**src/rtl/seq_pkg.sv**
```systemverilog
// ****************************************************************
// Shared constants of the step sequencer
// ****************************************************************
package seq_pkg;

  // Geometry of the drum
  localparam int          STEPS     = 16;
  localparam int          WORD_W    = 16;
  localparam int          STEP_W    = 5;
  localparam int          IDX_W     = 4;
  localparam int          ADDR_W    = 8;

  // Address areas, upper nibble of the register address
  localparam logic [3:0]  AREA_CORE = 4'h0;
  localparam logic [3:0]  AREA_PAT  = 4'h1;
  localparam logic [3:0]  AREA_CPS  = 4'h2;
  localparam logic [3:0]  AREA_EVT  = 4'h3;
  localparam logic [3:0]  AREA_MASK = 4'h4;

  // Core register offsets, lower nibble; first two are the status counters
  localparam logic [3:0]  OFS_COUNTS  = 4'h0;
  localparam logic [3:0]  OFS_TIMER   = 4'h1;
  localparam logic [3:0]  OFS_PRESET  = 4'h2;
  localparam logic [3:0]  OFS_CURSTEP = 4'h3;
  localparam logic [3:0]  OFS_CTRL    = 4'h4;
  localparam logic [3:0]  OFS_STATUS  = 4'h5;
  localparam logic [3:0]  OFS_TBASE   = 4'h6;

  // Field positions
  localparam int          CTRL_RUN_BIT   = 0;
  localparam int          CTRL_EVENT_BIT = 1;
  localparam int          CTRL_SELF_BIT  = 2;
  localparam int          STAT_DONE_BIT  = 0;
  localparam int          EVT_EN_BIT     = 4;

  // Legal ranges
  localparam logic [4:0]  STEP_MIN  = 5'h01;
  localparam logic [4:0]  STEP_MAX  = 5'h10;
  localparam logic [15:0] VALUE_MAX = 16'h270F;

  // Reset values
  localparam logic [4:0]  PRESET_RST = 5'h01;
  localparam logic [15:0] MASK_RST   = 16'hFFFF;
  localparam logic [15:0] WORD_ZERO  = 16'h0000;
  localparam logic [4:0]  EVT_RST    = 5'h00;

  // Timing: one timer unit is a hundredth of a second, one scan a millisecond
  localparam int unsigned CLK_PERIOD_NS = 4;
  localparam int unsigned HUND_TIME_NS  = 10_000_000;
  localparam int unsigned SCAN_TIME_NS  = 1_000_000;
  localparam int unsigned HUND_CYCLES   = HUND_TIME_NS / CLK_PERIOD_NS;
  localparam int unsigned SCAN_CYCLES   = SCAN_TIME_NS / CLK_PERIOD_NS;

endpackage

```
**src/rtl/step_drum_sequencer.sv**
```systemverilog
// Local design decisions: strobed register access and the placing of the registers.
`timescale 1ns/1ps
module step_drum_sequencer #(
  parameter int unsigned SCAN_CYCLES = seq_pkg::SCAN_CYCLES,
  parameter int unsigned HUND_CYCLES = seq_pkg::HUND_CYCLES
) (
  input  wire logic        clk,
  input  wire logic        rst_n,
  input  wire logic [7:0]  reg_addr,
  input  wire logic [15:0] reg_wdata,
  input  wire logic        reg_wr,
  input  wire logic        reg_rd,
  output logic      [15:0] reg_rdata,
  input  wire logic        start_in,
  input  wire logic        jog_in,
  input  wire logic        reset_in,
  input  wire logic [15:0] event_in,
  output logic      [15:0] seq_out,
  output logic             done_out
);

  // ****************************************************************
  // Helper functions
  // ****************************************************************

  // Step numbers run 1..16, table rows 0..15
  function automatic logic [3:0] step_idx(input logic [4:0] step);
    logic [4:0] row;
    row      = step - seq_pkg::STEP_MIN;
    step_idx = row[3:0];
  endfunction

  // A step number is legal only between the first and last step
  function automatic logic step_ok(input logic [15:0] v);
    step_ok = (v >= 16'(seq_pkg::STEP_MIN)) && (v <= 16'(seq_pkg::STEP_MAX));
  endfunction

  // ****************************************************************
  // Scan and timebase enables
  // ****************************************************************

  logic scan_en;    // One pulse per controller scan
  logic hund_tick;  // One pulse per hundredth of a second

  pulse_divider #(
    .DIV     (SCAN_CYCLES)
  ) u_scan_div (
    .clk     (clk),
    .rst_n   (rst_n),
    .pulse_q (scan_en)
  );

  pulse_divider #(
    .DIV     (HUND_CYCLES)
  ) u_hund_div (
    .clk     (clk),
    .rst_n   (rst_n),
    .pulse_q (hund_tick)
  );

  // ****************************************************************
  // State
  // ****************************************************************

  logic        run_q, run_prev_q;      // Run mode and its value at last scan
  logic        evt_mode_q;             // Event variant when set, timed when clear
  logic        self_rst_q;             // Done flag fed back into reset
  logic [4:0]  preset_q;               // Preset step number
  logic [4:0]  step_q, step_d;         // Current step number
  logic [15:0] counts_q, counts_d;     // Counts in the current step
  logic [15:0] timer_q, timer_d;       // Hundredths inside the current count
  logic        done_q, done_d;         // Cycle complete flag
  logic [15:0] tbase_q;                // Hundredths per count
  logic        pend_q;                 // Hundredth waiting for the next scan
  logic        jog_prev_q;             // Jog level at last scan
  logic [15:0] out_d;                  // Next output pattern
  logic [15:0] pat_q  [seq_pkg::STEPS];  // Output pattern per step
  logic [15:0] cps_q  [seq_pkg::STEPS];  // Counts per step
  logic [4:0]  evt_q  [seq_pkg::STEPS];  // Event enable and input select
  logic [15:0] mask_q [seq_pkg::STEPS];  // Output write mask per step

  // ****************************************************************
  // Register decode
  // ****************************************************************

  wire [3:0] area     = reg_addr[7:4];
  wire [3:0] ofs      = reg_addr[3:0];
  wire       wr_core  = reg_wr && (area == seq_pkg::AREA_CORE);
  wire       wr_ctrl  = wr_core && (ofs == seq_pkg::OFS_CTRL);
  wire       wr_tbase = wr_core && (ofs == seq_pkg::OFS_TBASE)
                        && (reg_wdata <= seq_pkg::VALUE_MAX);
  wire       wr_pre   = wr_core && (ofs == seq_pkg::OFS_PRESET) && step_ok(reg_wdata);
  wire       wr_cur   = wr_core && (ofs == seq_pkg::OFS_CURSTEP) && step_ok(reg_wdata);
  wire       wr_pat   = reg_wr && (area == seq_pkg::AREA_PAT);
  wire       wr_cps   = reg_wr && (area == seq_pkg::AREA_CPS)
                        && (reg_wdata <= seq_pkg::VALUE_MAX);
  wire       wr_evt   = reg_wr && (area == seq_pkg::AREA_EVT);
  wire       wr_mask  = reg_wr && (area == seq_pkg::AREA_MASK);

  // ****************************************************************
  // Step decisions for one scan
  // ****************************************************************

  wire [3:0]  cur_idx   = step_idx(step_q);
  wire [15:0] cur_cps   = cps_q[cur_idx];
  wire [4:0]  cur_evt   = evt_q[cur_idx];
  wire        evt_true  = !cur_evt[seq_pkg::EVT_EN_BIT] || event_in[cur_evt[3:0]];
  wire        evt_ok    = !evt_mode_q || evt_true;
  wire        run_entry = run_q && !run_prev_q;
  wire        rst_eff   = reset_in || (self_rst_q && done_q);
  wire        jog_edge  = evt_mode_q && jog_in && !jog_prev_q;
  wire        timing    = start_in && evt_ok && !done_q;
  wire        count_hit = (counts_q == cur_cps);
  wire        advance   = !done_q && (jog_edge || (timing && count_hit));
  wire        last_step = (step_q == seq_pkg::STEP_MAX);
  wire [16:0] timer_nx  = {1'b0, timer_q} + 17'h00001;
  wire        count_end = (timer_nx >= {1'b0, tbase_q});

  // Next step, counters and flag, taken only on a scan in run mode
  always_comb begin
    step_d   = step_q;
    counts_d = counts_q;
    timer_d  = timer_q;
    done_d   = done_q;
    if (run_entry || rst_eff) begin
      step_d   = preset_q;
      counts_d = seq_pkg::WORD_ZERO;
      timer_d  = seq_pkg::WORD_ZERO;
      done_d   = 1'b0;
    end else if (advance) begin
      counts_d = seq_pkg::WORD_ZERO;
      timer_d  = seq_pkg::WORD_ZERO;
      if (last_step) begin
        done_d = 1'b1;
      end else begin
        step_d = step_q + 5'h01;
      end
    end else if (timing && pend_q) begin
      if (count_end) begin
        timer_d  = seq_pkg::WORD_ZERO;
        counts_d = counts_q + 16'h0001;
      end else begin
        timer_d  = timer_nx[15:0];
      end
    end
  end

  // Pattern of the step being entered, written through the mask
  wire [3:0]  nx_idx  = step_idx(step_d);
  wire [15:0] nx_pat  = pat_q[nx_idx];
  wire [15:0] nx_mask = mask_q[nx_idx];

  assign out_d = (nx_pat & nx_mask) | (seq_out & ~nx_mask);

  wire scan_run = scan_en && run_q;

  // ****************************************************************
  // Control and step registers
  // ****************************************************************

  // Control bits written by software
  always_ff @(posedge clk or negedge rst_n) begin
    if (!rst_n) begin
      run_q      <= 1'b0;
      evt_mode_q <= 1'b0;
      self_rst_q <= 1'b0;
    end else if (wr_ctrl) begin
      run_q      <= reg_wdata[seq_pkg::CTRL_RUN_BIT];
      evt_mode_q <= reg_wdata[seq_pkg::CTRL_EVENT_BIT];
      self_rst_q <= reg_wdata[seq_pkg::CTRL_SELF_BIT];
    end
  end

  // Run and jog history move only on scans, so edges are seen per scan
  always_ff @(posedge clk or negedge rst_n) begin
    if (!rst_n) begin
      run_prev_q <= 1'b0;
      jog_prev_q <= 1'b0;
    end else if (scan_en) begin
      run_prev_q <= run_q;
      jog_prev_q <= jog_in;
    end
  end

  // Timebase setting and preset step
  always_ff @(posedge clk or negedge rst_n) begin
    if (!rst_n) begin
      tbase_q  <= seq_pkg::WORD_ZERO;
      preset_q <= seq_pkg::PRESET_RST;
    end else begin
      if (wr_tbase) begin
        tbase_q <= reg_wdata;
      end
      if (wr_pre) begin
        preset_q <= reg_wdata[4:0];
      end
    end
  end

  // A hundredth waits for the scan; a tick in the scan cycle is kept
  always_ff @(posedge clk or negedge rst_n) begin
    if (!rst_n) begin
      pend_q <= 1'b0;
    end else begin
      pend_q <= hund_tick || (pend_q && !scan_en);
    end
  end

  // Step state; a software step write wins and restarts the step
  always_ff @(posedge clk or negedge rst_n) begin
    if (!rst_n) begin
      step_q   <= seq_pkg::PRESET_RST;
      counts_q <= seq_pkg::WORD_ZERO;
      timer_q  <= seq_pkg::WORD_ZERO;
      done_q   <= 1'b0;
    end else if (wr_cur) begin
      step_q   <= reg_wdata[4:0];
      counts_q <= seq_pkg::WORD_ZERO;
      timer_q  <= seq_pkg::WORD_ZERO;
    end else if (scan_run) begin
      step_q   <= step_d;
      counts_q <= counts_d;
      timer_q  <= timer_d;
      done_q   <= done_d;
    end
  end

  // seq_out written on every scan in run mode; done_out follows done_q every cycle
  always_ff @(posedge clk or negedge rst_n) begin
    if (!rst_n) begin
      seq_out  <= seq_pkg::WORD_ZERO;
      done_out <= 1'b0;
    end else begin
      if (scan_run) begin
        seq_out <= out_d;
      end
      done_out <= done_q;
    end
  end

  // ****************************************************************
  // Step tables
  // ****************************************************************

  // One writable row per step in each table
  generate
    for (genvar i = 0; i < seq_pkg::STEPS; i++) begin : g_row
      wire hit = (ofs == 4'(i));
      always_ff @(posedge clk or negedge rst_n) begin
        if (!rst_n) begin
          pat_q[i]  <= seq_pkg::WORD_ZERO;
          cps_q[i]  <= seq_pkg::WORD_ZERO;
          evt_q[i]  <= seq_pkg::EVT_RST;
          mask_q[i] <= seq_pkg::MASK_RST;
        end else if (hit) begin
          if (wr_pat) begin
            pat_q[i] <= reg_wdata;
          end
          if (wr_cps) begin
            cps_q[i] <= reg_wdata;
          end
          if (wr_evt) begin
            evt_q[i] <= reg_wdata[4:0];
          end
          if (wr_mask) begin
            mask_q[i] <= reg_wdata;
          end
        end
      end
    end
  endgenerate

  // ****************************************************************
  // Read port
  // ****************************************************************

  logic [15:0] core_rd;  // Core register selected by offset
  logic [15:0] rd_val;   // Value for the addressed register

  always_comb begin
    unique case (ofs)
      seq_pkg::OFS_COUNTS:  core_rd = counts_q;
      seq_pkg::OFS_TIMER:   core_rd = timer_q;
      seq_pkg::OFS_PRESET:  core_rd = {11'h000, preset_q};
      seq_pkg::OFS_CURSTEP: core_rd = {11'h000, step_q};
      seq_pkg::OFS_CTRL:    core_rd = {13'h0000, self_rst_q, evt_mode_q, run_q};
      seq_pkg::OFS_STATUS:  core_rd = {15'h0000, done_q};
      seq_pkg::OFS_TBASE:   core_rd = tbase_q;
      default:              core_rd = seq_pkg::WORD_ZERO;
    endcase
  end

  // Unmapped areas read as zero
  always_comb begin
    unique case (area)
      seq_pkg::AREA_CORE: rd_val = core_rd;
      seq_pkg::AREA_PAT:  rd_val = pat_q[ofs];
      seq_pkg::AREA_CPS:  rd_val = cps_q[ofs];
      seq_pkg::AREA_EVT:  rd_val = {11'h000, evt_q[ofs]};
      seq_pkg::AREA_MASK: rd_val = mask_q[ofs];
      default:            rd_val = seq_pkg::WORD_ZERO;
    endcase
  end

  // Read data stand in the cycle after the strobe only
  always_ff @(posedge clk or negedge rst_n) begin
    if (!rst_n) begin
      reg_rdata <= seq_pkg::WORD_ZERO;
    end else begin
      reg_rdata <= reg_rd ? rd_val : seq_pkg::WORD_ZERO;
    end
  end

endmodule

```
**src/rtl/pulse_divider.sv**
```systemverilog
`timescale 1ns/1ps
// ****************************************************************
// Free running divider giving a one-cycle enable pulse
// ****************************************************************
module pulse_divider #(
  parameter int unsigned DIV = 2
) (
  input  wire logic clk,
  input  wire logic rst_n,
  output logic      pulse_q
);

  localparam int          CW   = (DIV > 1) ? $clog2(DIV) : 1;
  localparam logic [CW-1:0] LAST = CW'(DIV - 1);

  logic [CW-1:0] cnt_q;   // Cycle position inside one period
  logic          wrap;    // Last cycle of the period

  assign wrap = (cnt_q == LAST);

  // Count and pulse on the wrap so the enable is one cycle wide
  always_ff @(posedge clk or negedge rst_n) begin
    if (!rst_n) begin
      cnt_q   <= '0;
      pulse_q <= 1'b0;
    end else begin
      cnt_q   <= wrap ? '0 : cnt_q + 1'b1;
      pulse_q <= wrap;
    end
  end

endmodule

```
**config.mk**
```make
export PLATFORM = sky130hd
export DESIGN_NAME = step_drum_sequencer
export DESIGN_NICKNAME = d
export VERILOG_FILES = /design/src/rtl/seq_pkg.sv /design/src/rtl/step_drum_sequencer.sv /design/src/rtl/pulse_divider.sv
export SDC_FILE = /design/constraint.sdc
export NUM_CORES = 2
export LEC_CHECK = 0
export BUFFER_PORTS_ARGS = -buffer_cell sky130_fd_sc_hd__buf_4
export CAP_MARGIN = 20
export CORE_MARGIN = 5
export CORE_UTILIZATION = 30
export DETAILED_ROUTE_END_ITERATION = 16
export PLACE_DENSITY = 0.56
export RECOVER_POWER = 100
export SLEW_MARGIN = 25
export SYNTH_ARGS = -nofsm -noshare
export SYNTH_HDL_FRONTEND = slang
export SYNTH_SLANG_ARGS = --single-unit
```
**constraint.sdc**
```tcl
create_clock -name clk -period 7.3 [get_ports clk]
set_input_delay 0.365 -clock clk [delete_from_list [all_inputs] [get_ports clk]]
set_output_delay 0.365 -clock clk [all_outputs]
set_load 0.005 [all_outputs]
```
**Word-level counts from Yosys, hierarchy flattened**

Index checks and enable logic that the tools add are counted.

- Bits of input ports: 47
- Bits in registers: 988
- Output and inout bits: 33
- Word-level logic and storage cells: 291

- Magnitude comparators: 8
- Add/sub/neg operators: 7
- Muxes and demuxes: 51
- Reduce and logical (&&, ||, !) cells: 111
- Bitwise gates (word level): 8
- Equality and inequality tests: 23

Operators with widths:

| cell | number |
|---|---|
| two-way mux 16 bit | 25 |
| binary-select mux 16 bit (select 4 bit) | 6 |
| AND reduction 2 bit | 65 |
| case mux 16 bit (7 select lines) | 1 |
| case mux 16 bit (5 select lines) | 1 |
| two-way mux 5 bit | 9 |
| binary-select mux 5 bit (select 4 bit) | 2 |
| bitwise AND 16 bit | 2 |
| equality test 4 bit, second input constant | 8 |
| logical AND 1 bit | 25 |
| adder 22 x 1 -> 22 bit, second input constant | 1 |
| equality test 22 bit, second input constant | 1 |
| two-way mux 22 bit | 1 |
| equality test 4 x 3 -> 1 bit, second input constant | 5 |
| adder 18 x 1 -> 18 bit, second input constant | 1 |
| equality test 18 bit, second input constant | 1 |
| two-way mux 18 bit | 1 |
| adder 16 x 1 -> 17 bit, second input constant | 1 |
| greater-or-equal comparator 17 x 16 -> 1 bit | 1 |
| adder 16 x 1 -> 16 bit, second input constant | 1 |
| equality test 16 bit | 1 |
| equality test 4 x 2 -> 1 bit, second input constant | 4 |
| greater-or-equal comparator 16 x 1 -> 1 bit, second input constant | 1 |
| <= comparator 16 x 14 -> 1 bit, second input constant | 1 |
| 20 further kinds | 43 |

**Logic depth before layout (Yosys ltp)**

- Word-level depth: 24
- Gate-level depth with buffers: 31
- Mapped depth without buffers: 23

**Modules after synthesis**

A second synthesis with hierarchy kept.

- Cells, all modules: 4030
- Area total of the unflattened synthesis: 53440.0 µm²

Modules (own cells, without submodules):

| module | area an instance (µm²) | sequential area each (µm²) | cells each | times used |
|---|---|---|---|---|
| step_drum_sequencer | 51408.1 | 23995.5 | 3845 | 1 |
| pulse_divider at u_hund_div | 1117.3 | 575.6 | 104 | 1 |
| pulse_divider at u_scan_div | 914.6 | 475.5 | 81 | 1 |

**Least setup slack after synthesis**

Ideal clock, no wire load.

- Path kind: register to register
- Start: register step_q[0]
- End: register with a tool-made name
- Path slack: 534 ps
- Stages on the path, launching flop included: 30
- Data required time: 7172 ps
- Arrival time: 6638 ps
- Path buffers: 7
- Period minus slack after synthesis: 6766 ps
- Library setup time: 128 ps
- Cell sequence: dfstp_2 -> buf_2 -> inv_1 -> ha_1 -> buf_2 -> clkbuf_1 -> mux4_2 -> mux4_2 -> xor2_1 -> nor4_1 -> nand4_1 -> nor4_1 -> nand3_1 -> o211ai_1 -> mux2_2 -> buf_4 -> buf_1 -> inv_1 -> ha_1 -> nand2b_1 -> a21oi_1 -> a31o_2 -> a211oi_1 -> buf_2 -> buf_2 -> mux2i_1 -> mux2i_1 -> mux2i_1 -> mux2i_1 -> mux2_1

RTL lines:

| item | line | text |
|---|---|---|
| from (decl) | step_drum_sequencer.sv:69 | `logic [4:0] step_q, step_d;` |
| from (signal assigned) | step_drum_sequencer.sv:212 | `step_q <= seq_pkg::PRESET_RST;` |
| from (signal assigned) | step_drum_sequencer.sv:217 | `step_q <= reg_wdata[4:0];` |
| from (signal assigned) | step_drum_sequencer.sv:221 | `step_q <= step_d;` |

==> run metrics <==
via count of the routed design=36,200; Data required, critical path=7890 ps; number of slew-limit violations in the final report=1,054; dominant cells by area after synthesis=sky130_fd_sc_hd__dfrtp_1, sky130_fd_sc_hd__mux2_2, sky130_fd_sc_hd__mux4_2, sky130_fd_sc_hd__dfstp_2, sky130_fd_sc_hd__mux2i_1; standard cell with the maximum stage delay on the critical path=sky130_fd_sc_hd__dfstp_4; Total Die Area=0.194 mm²; I/O pin total=80; startpoint of the lowest-slack register-to-register path=step_q[0]$_DFFE_PN1P_; reg-to-reg slack, setup=170 ps; Int Power=9.70 mW; Yosys warning count=0; switching power share of the total=0.249; layout net count=4,063; number of buffers added by the clock tree synthesis step=110; standard-cell row count=157; largest vdd supply drop=0.192 mV; Sink Count=988; clock power share=0.449; Seq pwr share=0.454; clock latency on the worst-skew pair=730 ps; largest net degree at the start of global routing=139; final design area excluding fillers=0.0631 mm²; unrepaired setup endpoints after global routing=false; Setup Skew=29.9 ps; Cell Area, Placed=0.0595 mm²; # port buffers=79; classification of the worst-slack hold path=input port to flip-flop; cell leakage power=28.1 nW; fraction of final layout cells sized beyond drive strength 1=0.483; final worst path period need=7130 ps; total iterations of the first detailed-routing run=6; area taken by multi-input logic gates=0.0291 mm²; post-route insts no fill=6,551; number of filler cells placed in the layout=17,900; slew at the pin closest to its max-slew limit=5540 ps; initial detailed-routing violation count=3,225; area share of the largest cell type after synthesis=0.329; number of vias per cell after detailed routing=5.53; leading register cell type out of synthesis=sky130_fd_sc_hd__dfrtp_1; remaining antenna violation count after routing=0; clock root buffer=sky130_fd_sc_hd__clkbuf_16; Power per Cell Area=205 mW/mm²; combinational fraction of design power=0.097; fmax=140 MHz; slack of the critical path=169 ps; commonest non-fill, non-tap cell in the layout=sky130_fd_sc_hd__mux2_2; cell accounting for the most synthesized area=sky130_fd_sc_hd__dfrtp_1; Residual DRC=0; register bit total from synthesis=988; Arr. time, crit path=7730 ps; nature of the critical path startpoint=flip-flop; routed wire length per instance=26.8 µm; cell occurring most often along the worst timing path=sky130_fd_sc_hd__clkbuf_2; summed instance area of the synthesized netlist=0.0555 mm²; post-synthesis cell type count=69; maximum level of the CTS H-tree=3; period utilisation layout=0.977; proportion of synthesized flip-flops having asynchronous set or reset=1.00; length in cells of the worst reg-to-reg path=25; failing checks=max-capacitance violations, max-slew violations; maximum fanout count along the critical path=14; Post-Place Worst Slack=-246 ps; number of placed cells counting well taps=6,316; Synthesized Nets=4,051; initial standard-cell utilization of the core=0.302; global-route wire length before repair=261,000 µm; sum of routed wire length over all layers=176,000 µm; final estimated routing congestion in global placement=0.839; relative slew slack=-2.69; worst hold path startpoint=reg_addr[5]; number of synthesized flops with an enable pin=0; synthesized area per cell=13.9 µm²; total area of sequential cells=0.0251 mm²; vias in the first global route=37,100; P&R area growth vs syn=13.6%; type of the setup path with the least slack=flip-flop to flip-flop; initial antenna violation count=2; maximum number of buffers from clock root to sink=3; total grt overflow=0; Hold Path Cell Cnt=3; Bufs and invs on worst path=8; clock transition at the registers of the reported paths=60 ps; cell family contributing the most delay on the critical path=buffers and inverters; sequential element share of the synthesized area=0.451; Die Span X=440 µm; Endpoint, Worst Hold=reg_rdata[4]$_DFF_PN0_; area of the placeable core=0.184 mm²; clock tree from TritonCTS=done; final-report hold violation count=0; endpoint kind of the worst setup timing path=flip-flop; number of violations of the max-capacitance limit=55; detailed placement HPWL=108,000 µm; most used cells in the layout excluding fill and tap cells=sky130_fd_sc_hd__mux2_2, sky130_fd_sc_hd__dfrtp_1, sky130_fd_sc_hd__mux4_2; power dissipated by switching net loads=3.21 mW; Worst path max stage delay=650 ps; cell count after synthesis=3,980; height of the chip=440 µm; Post-Route Hold Slack=115 ps; setup-violating endpoint count in the final report=0; GRT Overall Usage=0.180; setup TNS=0 ps; result of the run=finished, violations left
power groups by stage:
stage | registers, mW | clock network (mW) | logic, mW
6_report | 5.86 | 5.79 | 1.26
5_1_grt | 5.88 | 6.15 | 1.35
4_1_cts | 5.86 | 5.93 | 1.27
3_5_place_dp | 5.95 | 0 | 1.25
3_3_place_gp | 5.94 | 0 | 1.24
2_1_floorplan | 5.89 | 0 | 0.809
repair_timing:
item | 4_1_cts | 5_1_grt
setup endpoints to repair | 15 | 16
buffers inserted | 5 | 20
hold buffers | 3 | 0
hold endpoints to repair | 86 | 0
pin swaps | 2 | 1
gates resized for setup | 0 | 6
cell usage after synthesis (all sizes together) (5+ instances only):
master	instances
a211oi	6
a21o	19
a21oi	101
a222oi	13
a22o	14
a22oi	39
a31oi	10
and2	10
and3	19
buf	100
clkbuf	248
dfrtp	730
dfstp	258
ha	24
inv	34
mux2	918
mux2i	353
mux4	427
nand2	133
nand2b	11
nand3	42
nand4	24
nor2	124
nor2b	43
nor3	23
nor4	18
nor4b	6
o21a	12
o21ai	73
o22ai	22
or2	9
or3	5
xnor2	40
xor2	30
final cells by class:
class | instances | share of cell area
multi-input combinational | 2610 | 0.461
sequential | 988 | 0.397
clock buffer | 173 | 0.0528
tap | 2464 | 0.0489
timing repair buffer | 248 | 0.0314
clock inverter | 29 | 0.00645
inverter | 34 | 0.00202
antenna | 5 | 0.000198
logic make-up (layout without fill, tap and decap cells):
logic type | count (synthesis) | in the layout | share of synthesized area
multiplexers | 1698 | 1698 | 0.423
flip-flops | 988 | 988 | 0.451
AND/OR/NAND/NOR | 483 | 483 | 0.0424
buffers and inverters | 382 | 484 | 0.0278
AO/OA/AOI/OAI | 335 | 335 | 0.0387
XOR/XNOR | 70 | 70 | 0.0115
adder cells (fa/ha/maj) | 24 | 24 | 0.00541
other | 0 | 5 | 0
registers in the layout, summed over array words and instances, names as in the netlist, 16 cells and up, named ones only:
signal and cells:
counts_q 16, cps_q 256, evt_q 80, mask_q 256, pat_q 256, reg_rdata 16, tbase_q 16, timer_q 16
u_hund_div.cnt_q 22, u_scan_div.cnt_q 18
worst max-delay path by stage:
stage / to / from / cells past startpoint / slack (ps)
final: flip-flop / step_q[0]$_DFFE_PN1P_ / 25 / 170
after global routing: flip-flop / step_q[0]$_DFFE_PN1P_ / 25 / 50
after CTS: flip-flop / step_q[0]$_DFFE_PN1P_ / 25 / 10
after detailed placement: flip-flop / step_q[0]$_DFFE_PN1P_ / 20 / -250
after global placement: flip-flop / step_q[0]$_DFFE_PN1P_ / 20 / -130
after floorplan: flip-flop / step_q[0]$_DFFE_PN1P_ / 29 / 530
per-layer routing:
layer,global-route usage,vias up,routed length (µm)
li1,-,15200,-
met1,0.254,19600,78300
met2,0.284,1120,82000
met3,0.0287,276,9470
met4,0.0562,0,5820
met5,0,-,0
worst min-delay path: stages:
cell and delay, ps:
sky130_fd_sc_hd__buf_4 170, sky130_fd_sc_hd__nand4_1 90, sky130_fd_sc_hd__a31oi_1 140
stage by stage:
stage           util  total power, mW
2_1_floorplan      -             6.70
3_3_place_gp   0.324             7.18
3_5_place_dp   0.324             7.21
4_1_cts        0.345             13.1
5_1_grt        0.343             13.4
6_report       0.343             12.9
Note: power is estimated with default switching activity, not from simulation.
